$ cat src/eac_consts.svh
// Functional notes
// - Write starts only after master enable armed
// - Master enable expires after four clock cycles
// - Arm with one write: enable set, strobe clear
// - Wait for write strobe low before writing
// - No write while flash self-programming busy
// - Address and data loads optional, any order
// - Write strobe self-clears after write time
// - Write strobe stalls CPU two cycles
// - Read strobe loads data register at once
// - Read stalls CPU four cycles
// - During write: reads ignored, address frozen
// - Check write strobe low before reading
// - Write lasts 8448 cycles of 1 MHz
// - Keep arm and strobe uninterrupted
`ifndef EAC_CONSTS_SVH
`define EAC_CONSTS_SVH

// ****************************************
// Device register map (interface side)
// ****************************************
`define EAC_REG_ADDRL     2'h0
`define EAC_REG_ADDRH     2'h1
`define EAC_REG_DATA      2'h2
`define EAC_REG_CTRL      2'h3
`define EAC_BIT_RE        0
`define EAC_BIT_WE        1
`define EAC_BIT_MWE       2

// ****************************************
// Host software register map
// ****************************************
`define EAC_SW_CMD        3'h0
`define EAC_SW_ADDR       3'h1
`define EAC_SW_DATA       3'h2
`define EAC_SW_RDATA      3'h3
`define EAC_SW_STATUS     3'h4
`define EAC_SW_MASK       3'h5
`define EAC_CMD_WRITE     0
`define EAC_CMD_READ      1
`define EAC_ST_WDONE      0
`define EAC_ST_RDONE      1
`define EAC_ST_WFAIL      2
`define EAC_ST_BUSY       4
`define EAC_RST_MASK      3'h0

// ****************************************
// Sizes and timing
// ****************************************
`define EAC_ADDR_W        9
`define EAC_DEPTH         512
`define EAC_MWE_CYCLES    3'h4
`define EAC_WSTALL_CYCLES 3'h2
`define EAC_RSTALL_CYCLES 3'h4
`define EAC_SYS_CLK_KHZ   100000
`define EAC_OSC_KHZ       1000
`define EAC_OSC_DIV       (`EAC_SYS_CLK_KHZ / `EAC_OSC_KHZ)
`define EAC_WRITE_OSC_CYC 8448

`endif

$ cat src/eac_pkg.sv
// ****************************************
// Shared types
// ****************************************
package eac_pkg;
  typedef logic [1:0] eac_reg_sel_t;

  // Host sequencer states, one-hot
  typedef enum logic [10:0] {
    S_IDLE = 11'h001,
    S_CHK  = 11'h002,
    S_CHKW = 11'h004,
    S_LDAL = 11'h008,
    S_LDAH = 11'h010,
    S_LDD  = 11'h020,
    S_ARM  = 11'h040,
    S_STB  = 11'h080,
    S_DNC  = 11'h100,
    S_DNW  = 11'h200,
    S_RDS  = 11'h400
  } eac_host_state_t;

  // Read fetch steps, one-hot
  typedef enum logic [2:0] {
    R_IDLE  = 3'h1,
    R_FETCH = 3'h2,
    R_CAPT  = 3'h4
  } eac_rd_state_t;
endpackage : eac_pkg

$ cat src/eac_if.sv
`timescale 1ns/10ps
// ****************************************
// Register link between CPU side and store
// ****************************************
interface eac_if;
  eac_pkg::eac_reg_sel_t regSel;
  logic [7:0]            regWdata;
  logic                  regWr;
  logic                  regRd;
  logic [7:0]            regRdata;
  logic                  stall;
  logic                  selfProgBusy;

  modport device (
    input  regSel,
    input  regWdata,
    input  regWr,
    input  regRd,
    output regRdata,
    output stall,
    output selfProgBusy
  );

  modport host (
    output regSel,
    output regWdata,
    output regWr,
    output regRd,
    input  regRdata,
    input  stall,
    input  selfProgBusy
  );
endinterface : eac_if

$ cat src/eac_host.sv
// Design decisions made here: the plain strobed port and the placing of the registers.
`timescale 1ns/10ps
`include "eac_consts.svh"
// ****************************************
// CPU-side sequencer driven by software
// ****************************************
module eac_host #(
  parameter int ADDR_W = `EAC_ADDR_W
) (
  input  wire logic        sys_clk,
  input  wire logic        rst_n,
  input  wire logic [2:0]  swAddr,
  input  wire logic [15:0] swWdata,
  input  wire logic        swWr,
  input  wire logic        swRd,
  output logic      [15:0] swRdata,
  output logic             irq,
  eac_if.host              bus
);

  eac_pkg::eac_host_state_t stateReg;
  eac_pkg::eac_rd_state_t   rdStReg;
  logic              opWriteReg;
  logic              seenBusyReg;
  logic [ADDR_W-1:0] addrReg;
  logic [7:0]        dataReg;
  logic [7:0]        rdResultReg;
  logic [2:0]        statusReg;
  logic [2:0]        maskReg;
  logic [15:0]       swRdataReg;
  logic [2:0]        evSet;
  logic              go;

  // Software write to one of our registers
  function automatic logic swHit(input logic wr, input logic [2:0] a, input logic [2:0] t);
    swHit = wr && (a == t);
  endfunction : swHit

  // ****************************************
  // Link requests
  // ****************************************
  // Nothing is issued while the device stalls the core
  assign go = !bus.stall;

  always_comb begin
    bus.regSel   = `EAC_REG_CTRL;
    bus.regWdata = 8'h00;
    bus.regWr    = 1'b0;
    bus.regRd    = 1'b0;
    case (stateReg)
      eac_pkg::S_CHK, eac_pkg::S_DNC: begin
        bus.regRd = go;
      end
      eac_pkg::S_LDAL: begin
        bus.regSel   = `EAC_REG_ADDRL;
        bus.regWdata = addrReg[7:0];
        bus.regWr    = go;
      end
      eac_pkg::S_LDAH: begin
        bus.regSel   = `EAC_REG_ADDRH;
        bus.regWdata = 8'(addrReg[ADDR_W-1:8]);
        bus.regWr    = go;
      end
      eac_pkg::S_LDD: begin
        bus.regSel   = `EAC_REG_DATA;
        bus.regWdata = dataReg;
        bus.regWr    = go;
      end
      eac_pkg::S_ARM: begin
        bus.regWdata = 8'h01 << `EAC_BIT_MWE;
        bus.regWr    = go;
      end
      eac_pkg::S_STB: begin
        bus.regWdata = 8'h01 << `EAC_BIT_WE;
        bus.regWr    = go;
      end
      // Read strobe first, then fetch the data byte once the stall ends
      eac_pkg::S_RDS: begin
        if (rdStReg == eac_pkg::R_IDLE) begin
          bus.regWdata = 8'h01 << `EAC_BIT_RE;
          bus.regWr    = go;
        end else if (rdStReg == eac_pkg::R_FETCH) begin
          bus.regSel = `EAC_REG_DATA;
          bus.regRd  = go;
        end
      end
      default: begin
        bus.regWr = 1'b0;
      end
    endcase
  end

  // ****************************************
  // Sequencer
  // ****************************************
  // Arm and strobe go out on consecutive cycles, never split
  always_ff @(posedge sys_clk) begin
    if (!rst_n) begin
      stateReg <= eac_pkg::S_IDLE;
    end else begin
      case (stateReg)
        eac_pkg::S_IDLE: begin
          if (swHit(swWr, swAddr, `EAC_SW_CMD) && (swWdata[1:0] != 2'h0)) begin
            stateReg <= eac_pkg::S_CHK;
          end
        end
        eac_pkg::S_CHK:  if (go) stateReg <= eac_pkg::S_CHKW;
        eac_pkg::S_CHKW: begin
          if (bus.regRdata[`EAC_BIT_WE]
              || (opWriteReg && bus.selfProgBusy)) begin
            stateReg <= eac_pkg::S_CHK;
          end else begin
            stateReg <= eac_pkg::S_LDAL;
          end
        end
        eac_pkg::S_LDAL: if (go) stateReg <= eac_pkg::S_LDAH;
        eac_pkg::S_LDAH: begin
          if (go) stateReg <= opWriteReg ? eac_pkg::S_LDD : eac_pkg::S_RDS;
        end
        eac_pkg::S_LDD:  if (go) stateReg <= eac_pkg::S_ARM;
        eac_pkg::S_ARM:  if (go) stateReg <= eac_pkg::S_STB;
        eac_pkg::S_STB:  if (go) stateReg <= eac_pkg::S_DNC;
        eac_pkg::S_DNC:  if (go) stateReg <= eac_pkg::S_DNW;
        eac_pkg::S_DNW: begin
          stateReg <= bus.regRdata[`EAC_BIT_WE] ? eac_pkg::S_DNC : eac_pkg::S_IDLE;
        end
        eac_pkg::S_RDS:  if (rdStReg == eac_pkg::R_CAPT) stateReg <= eac_pkg::S_IDLE;
        default:         stateReg <= eac_pkg::S_IDLE;
      endcase
    end
  end

  // Operation kind and whether the write was seen running
  always_ff @(posedge sys_clk) begin
    if (!rst_n) begin
      opWriteReg  <= 1'b0;
      seenBusyReg <= 1'b0;
    end else if (stateReg == eac_pkg::S_IDLE) begin
      opWriteReg  <= swWdata[`EAC_CMD_WRITE];
      seenBusyReg <= 1'b0;
    end else if (stateReg == eac_pkg::S_DNW && bus.regRdata[`EAC_BIT_WE]) begin
      seenBusyReg <= 1'b1;
    end
  end

  // ****************************************
  // Read result capture
  // ****************************************
  // After the read strobe the stall runs out, then the data byte is fetched
  always_ff @(posedge sys_clk) begin
    if (!rst_n) begin
      rdStReg     <= eac_pkg::R_IDLE;
      rdResultReg <= 8'h00;
    end else begin
      case (rdStReg)
        eac_pkg::R_IDLE: begin
          if (stateReg == eac_pkg::S_RDS && go) rdStReg <= eac_pkg::R_FETCH;
        end
        eac_pkg::R_FETCH: begin
          if (go) rdStReg <= eac_pkg::R_CAPT;
        end
        eac_pkg::R_CAPT: begin
          rdResultReg <= bus.regRdata;
          rdStReg     <= eac_pkg::R_IDLE;
        end
        default: rdStReg <= eac_pkg::R_IDLE;
      endcase
    end
  end

  // ****************************************
  // Software registers and interrupt
  // ****************************************
  // Write completion, read completion, write that never started
  assign evSet[`EAC_ST_WDONE] = (stateReg == eac_pkg::S_DNW) && !bus.regRdata[`EAC_BIT_WE]
                                && seenBusyReg;
  assign evSet[`EAC_ST_RDONE] = (rdStReg == eac_pkg::R_CAPT);
  assign evSet[`EAC_ST_WFAIL] = (stateReg == eac_pkg::S_DNW) && !bus.regRdata[`EAC_BIT_WE]
                                && !seenBusyReg;

  // Set wins over a same-cycle write-one clear
  always_ff @(posedge sys_clk) begin
    if (!rst_n) begin
      statusReg <= 3'h0;
    end else if (swHit(swWr, swAddr, `EAC_SW_STATUS)) begin
      statusReg <= (statusReg & ~swWdata[2:0]) | evSet;
    end else begin
      statusReg <= statusReg | evSet;
    end
  end

  // Target and mask held by software; target is latched only when idle
  always_ff @(posedge sys_clk) begin
    if (!rst_n) begin
      addrReg <= '0;
      dataReg <= 8'h00;
      maskReg <= `EAC_RST_MASK;
    end else begin
      if (swHit(swWr, swAddr, `EAC_SW_ADDR) && stateReg == eac_pkg::S_IDLE) begin
        addrReg <= swWdata[ADDR_W-1:0];
      end
      if (swHit(swWr, swAddr, `EAC_SW_DATA) && stateReg == eac_pkg::S_IDLE) begin
        dataReg <= swWdata[7:0];
      end
      if (swHit(swWr, swAddr, `EAC_SW_MASK)) begin
        maskReg <= swWdata[2:0];
      end
    end
  end

  // Read data one cycle after the strobe; unmapped reads as zero
  always_ff @(posedge sys_clk) begin
    if (!rst_n) begin
      swRdataReg <= 16'h0000;
    end else if (swRd) begin
      case (swAddr)
        `EAC_SW_ADDR:   swRdataReg <= 16'(addrReg);
        `EAC_SW_DATA:   swRdataReg <= {8'h00, dataReg};
        `EAC_SW_RDATA:  swRdataReg <= {8'h00, rdResultReg};
        `EAC_SW_STATUS: swRdataReg <= {11'h000, stateReg != eac_pkg::S_IDLE, 1'b0, statusReg};
        `EAC_SW_MASK:   swRdataReg <= {13'h0000, maskReg};
        default:        swRdataReg <= 16'h0000;
      endcase
    end
  end

  assign swRdata = swRdataReg;
  assign irq     = |(statusReg & maskReg);

endmodule : eac_host

$ cat src/flat_wrapper.sv
// flat-port wrapper written by rule: the top's interface ports become plain ports
module eac_host_flat 
#(
  parameter int ADDR_W = `EAC_ADDR_W
)
  (sys_clk, rst_n, swAddr, swWdata, swWr, swRd, swRdata, irq, bus_regSel, bus_regWdata, bus_regWr, bus_regRd, bus_regRdata, bus_stall, bus_selfProgBusy);
  eac_if bus_i ();
  input  wire logic sys_clk;
  input  wire logic rst_n;
  input  wire logic [2:0] swAddr;
  input  wire logic [15:0] swWdata;
  input  wire logic swWr;
  input  wire logic swRd;
  output logic      [15:0] swRdata;
  output logic irq;
  output wire logic [$bits(bus_i.regSel)-1:0] bus_regSel;
  output wire logic [$bits(bus_i.regWdata)-1:0] bus_regWdata;
  output wire logic [$bits(bus_i.regWr)-1:0] bus_regWr;
  output wire logic [$bits(bus_i.regRd)-1:0] bus_regRd;
  input wire logic [$bits(bus_i.regRdata)-1:0] bus_regRdata;
  input wire logic [$bits(bus_i.stall)-1:0] bus_stall;
  input wire logic [$bits(bus_i.selfProgBusy)-1:0] bus_selfProgBusy;
  assign bus_regSel = bus_i.regSel;
  assign bus_regWdata = bus_i.regWdata;
  assign bus_regWr = bus_i.regWr;
  assign bus_regRd = bus_i.regRd;
  assign bus_i.regRdata = bus_regRdata;
  assign bus_i.stall = bus_stall;
  assign bus_i.selfProgBusy = bus_selfProgBusy;
  eac_host #(.ADDR_W(ADDR_W)) u_core (.sys_clk(sys_clk), .rst_n(rst_n), .swAddr(swAddr), .swWdata(swWdata), .swWr(swWr), .swRd(swRd), .swRdata(swRdata), .irq(irq), .bus(bus_i));
endmodule
$ cat config.mk
export PLATFORM = sky130hd
export DESIGN_NAME = eac_host_flat
export DESIGN_NICKNAME = d
export VERILOG_FILES = /design/src/eac_pkg.sv /design/src/eac_if.sv /design/src/eac_host.sv /design/src/flat_wrapper.sv
export VERILOG_INCLUDE_DIRS = /design/src /design/src/src
export SDC_FILE = /design/constraint.sdc
export NUM_CORES = 1
export LEC_CHECK = 0
export ABC_AREA = 1
export BUFFER_PORTS_ARGS = -buffer_cell sky130_fd_sc_hd__buf_2
export CAP_MARGIN = 10
export CORE_MARGIN = 1.5
export CORE_UTILIZATION = 49
export DETAILED_ROUTE_END_ITERATION = 10
export MAX_ROUTING_LAYER = met4
export PLACE_DENSITY = 0.84
export SETUP_SLACK_MARGIN = 0.05
export SLEW_MARGIN = 0
export SYNTH_ARGS = -nofsm -noshare
export SYNTH_HDL_FRONTEND = slang
export SYNTH_SLANG_ARGS = --single-unit
$ cat constraint.sdc
create_clock -name sys_clk -period 1.35 [get_ports sys_clk]
set_input_delay 0.2025 -clock sys_clk [delete_from_list [all_inputs] [get_ports sys_clk]]
set_output_delay 0.2025 -clock sys_clk [all_outputs]
set_load 0.03 [all_outputs]
==> flow_summary_export.csv <==
group,metric,value,unit
status,outcome,"finished, violations left",
status,violations,"negative setup slack",
synth,ys_ff_latch,56,
timing,worst_slack,-0.565,ns
synth,synth_area_leaders,"dfxtp_1 40%, nand2_1 12%, inv_1 7.6%",
pwr,pwr-share-seq,34.0,%
timing,hold_viol_final,0,
drt,drt_wl_total,10.7,mm
clocking,cts_sinks,56,
floorplan,start_util,50.7,%
timing,rsz0062_at_grt,"yes",
grt,grt_pass1_wl,14.7,mm
timing,clock_skew,0.00749,ns
synth,ys.flop_type,"dfxtp_1",
grt,antenna_found_initial,0,
synth,avgSynthCellArea,6.71,sq um
finish,area_delta_synth_final,56.9,%
placed_design,io_buffers,47,
pwr,p_clk_share,16.8,%
floorplan,dieHeight,78.2,microns
floorplan,die_w,78.2,microns
pwr,finalPower,5.60,mW
finish,num_antenna_cells,0,
drt,drt_iter0_markers,323,
job,cap_violations,0,
worst_setup_path,critPathArrivalTime,1.71,ns
synth,netlist.area_leader.share,40.4,%
placed_design,post-place-ws,-0.331,ns
pwr,p_sw,2.31,mW
placed_design,routabilityCongestion,0.944,
synth,yosys_warnings,0,
clocking,numCtsBuffers,5,
hold_path,holdCritPathClass,"input port to register",
worst_setup_path,start_kind,"register",
timing,max_freq,522,MHz
pwr,swShare,41.2,%
grt,grt.overflow.total,0,
finish,drive_gt1_share,45.4,%
floorplan,dieArea,0.00612,sq mm
timing,final.setup.tns,-15.37,ns
drt,wl_per_cell,17.9,microns
placed_design,dp.cells,567,
worst_setup_path,crit_type,"register to primary output",
synth,synth-edff-count,0,
synth,async_flop_share,0,%
drt,vias,3475,
drt,antenna_left,0,
synth,synth.distinct_cells,31,
synth,syn_inst,413,
clocking,cts_tree,"done",
pwr,pwr-share-comb,49.2,%
drt,first_pass_iters,6,
pwr,intPower,3.29,mW
worst_setup_path,critPathMaxFanout,6,
synth,synth_area_leader_cell,"dfxtp_1",
timing,finalMaxSlewViolations,0,
clocking,clk_path_buf_depth,2,
finish,stdcell_count,598,
floorplan,ios,62,
worst_setup_path,end_kind,"primary output",
grt,grt_max_degree,43,
drt,drc,0,
clocking,htree_num_levels,2,
clocking,cts.root.buffer_cell,"clkbuf_8",
drt,via_per_inst,5.81,
grt,grtUsageTotal,31.8,%
timing,period_share,142,%
clocking,path_clk_slew,0.10,ns
timing,setup_viol,45,
synth,synth-seq-area-share,40.4,%
finish,layout.nets,558,
synth,syn-cell-area,0.00277,sq mm
grt,grt_pass1_vias,3278,
timing,worstMarginPinSlew,0.562,ns
timing,max_slew_margin,62.5,%
timing,fin_crit,1.92,ns
floorplan,core_area,0.00547,sq mm
floorplan,rows,27,
clocking,clk_latency,0.32,ns
pwr,leakage,1.88,nW
worst_setup_path,required,1.15,ns
pwr,powerDensity,1290,mW/mm^2
placed_design,hpwl,5.92,mm
finish,utilization,79.5,%
pwr,ir_drop,0.000807,V
worst paths after layout:
kind | from | to | slack, ns | cells past startpoint
hold / removal | bus_regRdata[4] | u_core.rdResultReg[4] | 0.13 | 3
hold reg to reg | u_core.swRdata[6] | u_core.swRdata[6] | 0.47 | 2
setup / recovery | u_core.stateReg[5] | bus_regWdata[4] | -0.57 | 8
setup reg to reg | u_core.stateReg[3] | u_core.stateReg[4] | -0.41 | 11
power by group through the flow:
stage	registers, mW	clock network (mW)	logic [mW]
floorplan	1.90	0	1.18
global placement	1.89	0	1.71
detailed placement	1.90	0	1.76
CTS	1.88	0.933	2.25
global route	1.91	1.00	2.93
finish	1.90	0.939	2.76
per-layer routing:
layer	vias up	share of wire (%)	GRT usage, %
met5	-	0	-
met4	0	7.8	19.8
met3	88	6.6	5.23
met2	214	52	56.7
met1	1620	34	32.5
li1	1553	-	-
stage by stage:
step / cell area [sq um] / hold slack, ns
final: 4350 / 0.133
after CTS: 4010 / 0.139
after detailed placement: 3530 / 0.450
after floorplan: 2950 / 0.280
after global routing: 4350 / 0.142
after global placement: 3530 / 0.451
what timing repair did:
| item | in CTS | in global routing |
|---|---|---|
| buffers inserted | 12 | 7 |
| resized for setup | 93 | 62 |
| hold buffers | 0 | 0 |
| pin swaps | 17 | 15 |
| setup endpoints to repair | 45 | 49 |
| cloned | 2 | 2 |
cell usage in the layout, fill, tap and decap left out, types with 7 or more instances in the layout:
cell type	n
nand3_1	12
inv_2	8
nand2_1	70
o21ai_2	17
nand2_4	11
nor2_2	8
o21ai_0	19
nor2_1	39
a21oi_2	15
inv_1	50
buf_4	56
o211ai_1	8
nor2_4	9
buf_6	21
dfxtp_1	48
nand2_2	11
buf_2	34
a21oi_1	22
conb_1	7
dfxtp_2	7
Yosys cell counts (all sizes together) (7+ instances only):
cell    count
nand3      17
a21oi      38
buf        12
o22ai       7
dfxtp      56
nor2       56
o21ai      40
inv        60
nor3        9
clkbuf      7
nand2      91
o211ai      8
critical path, stage by stage, from the launching register on:
cell and delay, ns:
dfxtp_2 0.37, buf_4 0.13, nand2_1 0.06, nor2_2 0.15
buf_4 0.14, nand2_4 0.10, buf_6 0.17, o22ai_2 0.12
buf_6 0.15
state kept, by name (all words and copies together), names as in the netlist:
signal              flops
u_core.swRdata          9
u_core.rdStReg          3
u_core.opWriteReg       1
u_core.stateReg        11
u_core.rdResultReg      8
u_core.statusReg        3
u_core.dataReg          8
u_core.maskReg          3
u_core.addrReg          9
u_core.seenBusyReg      1
cell type report:
class                   instances  area, sq um
well taps                      72         90.1
inverters                      60          235
clock buffers                   6         72.6
flip-flops and latches         56         1130
fillers                       337         1120
repair buffers                116          932
clock inverters                 2         16.3
multi-input cells             286         1870
cells by family (layout without fill, tap and decap cells):
family / Yosys count / in the layout / synth area share [%]
buf+inv: 79 / 184 / 12.0
simple gates: 178 / 180 / 27.7
flops: 56 / 56 / 40.4
other cells: 1 / 7 / 0.135
compound gates: 99 / 99 / 19.7
No activity file was read; power rests on OpenSTA's default activity.
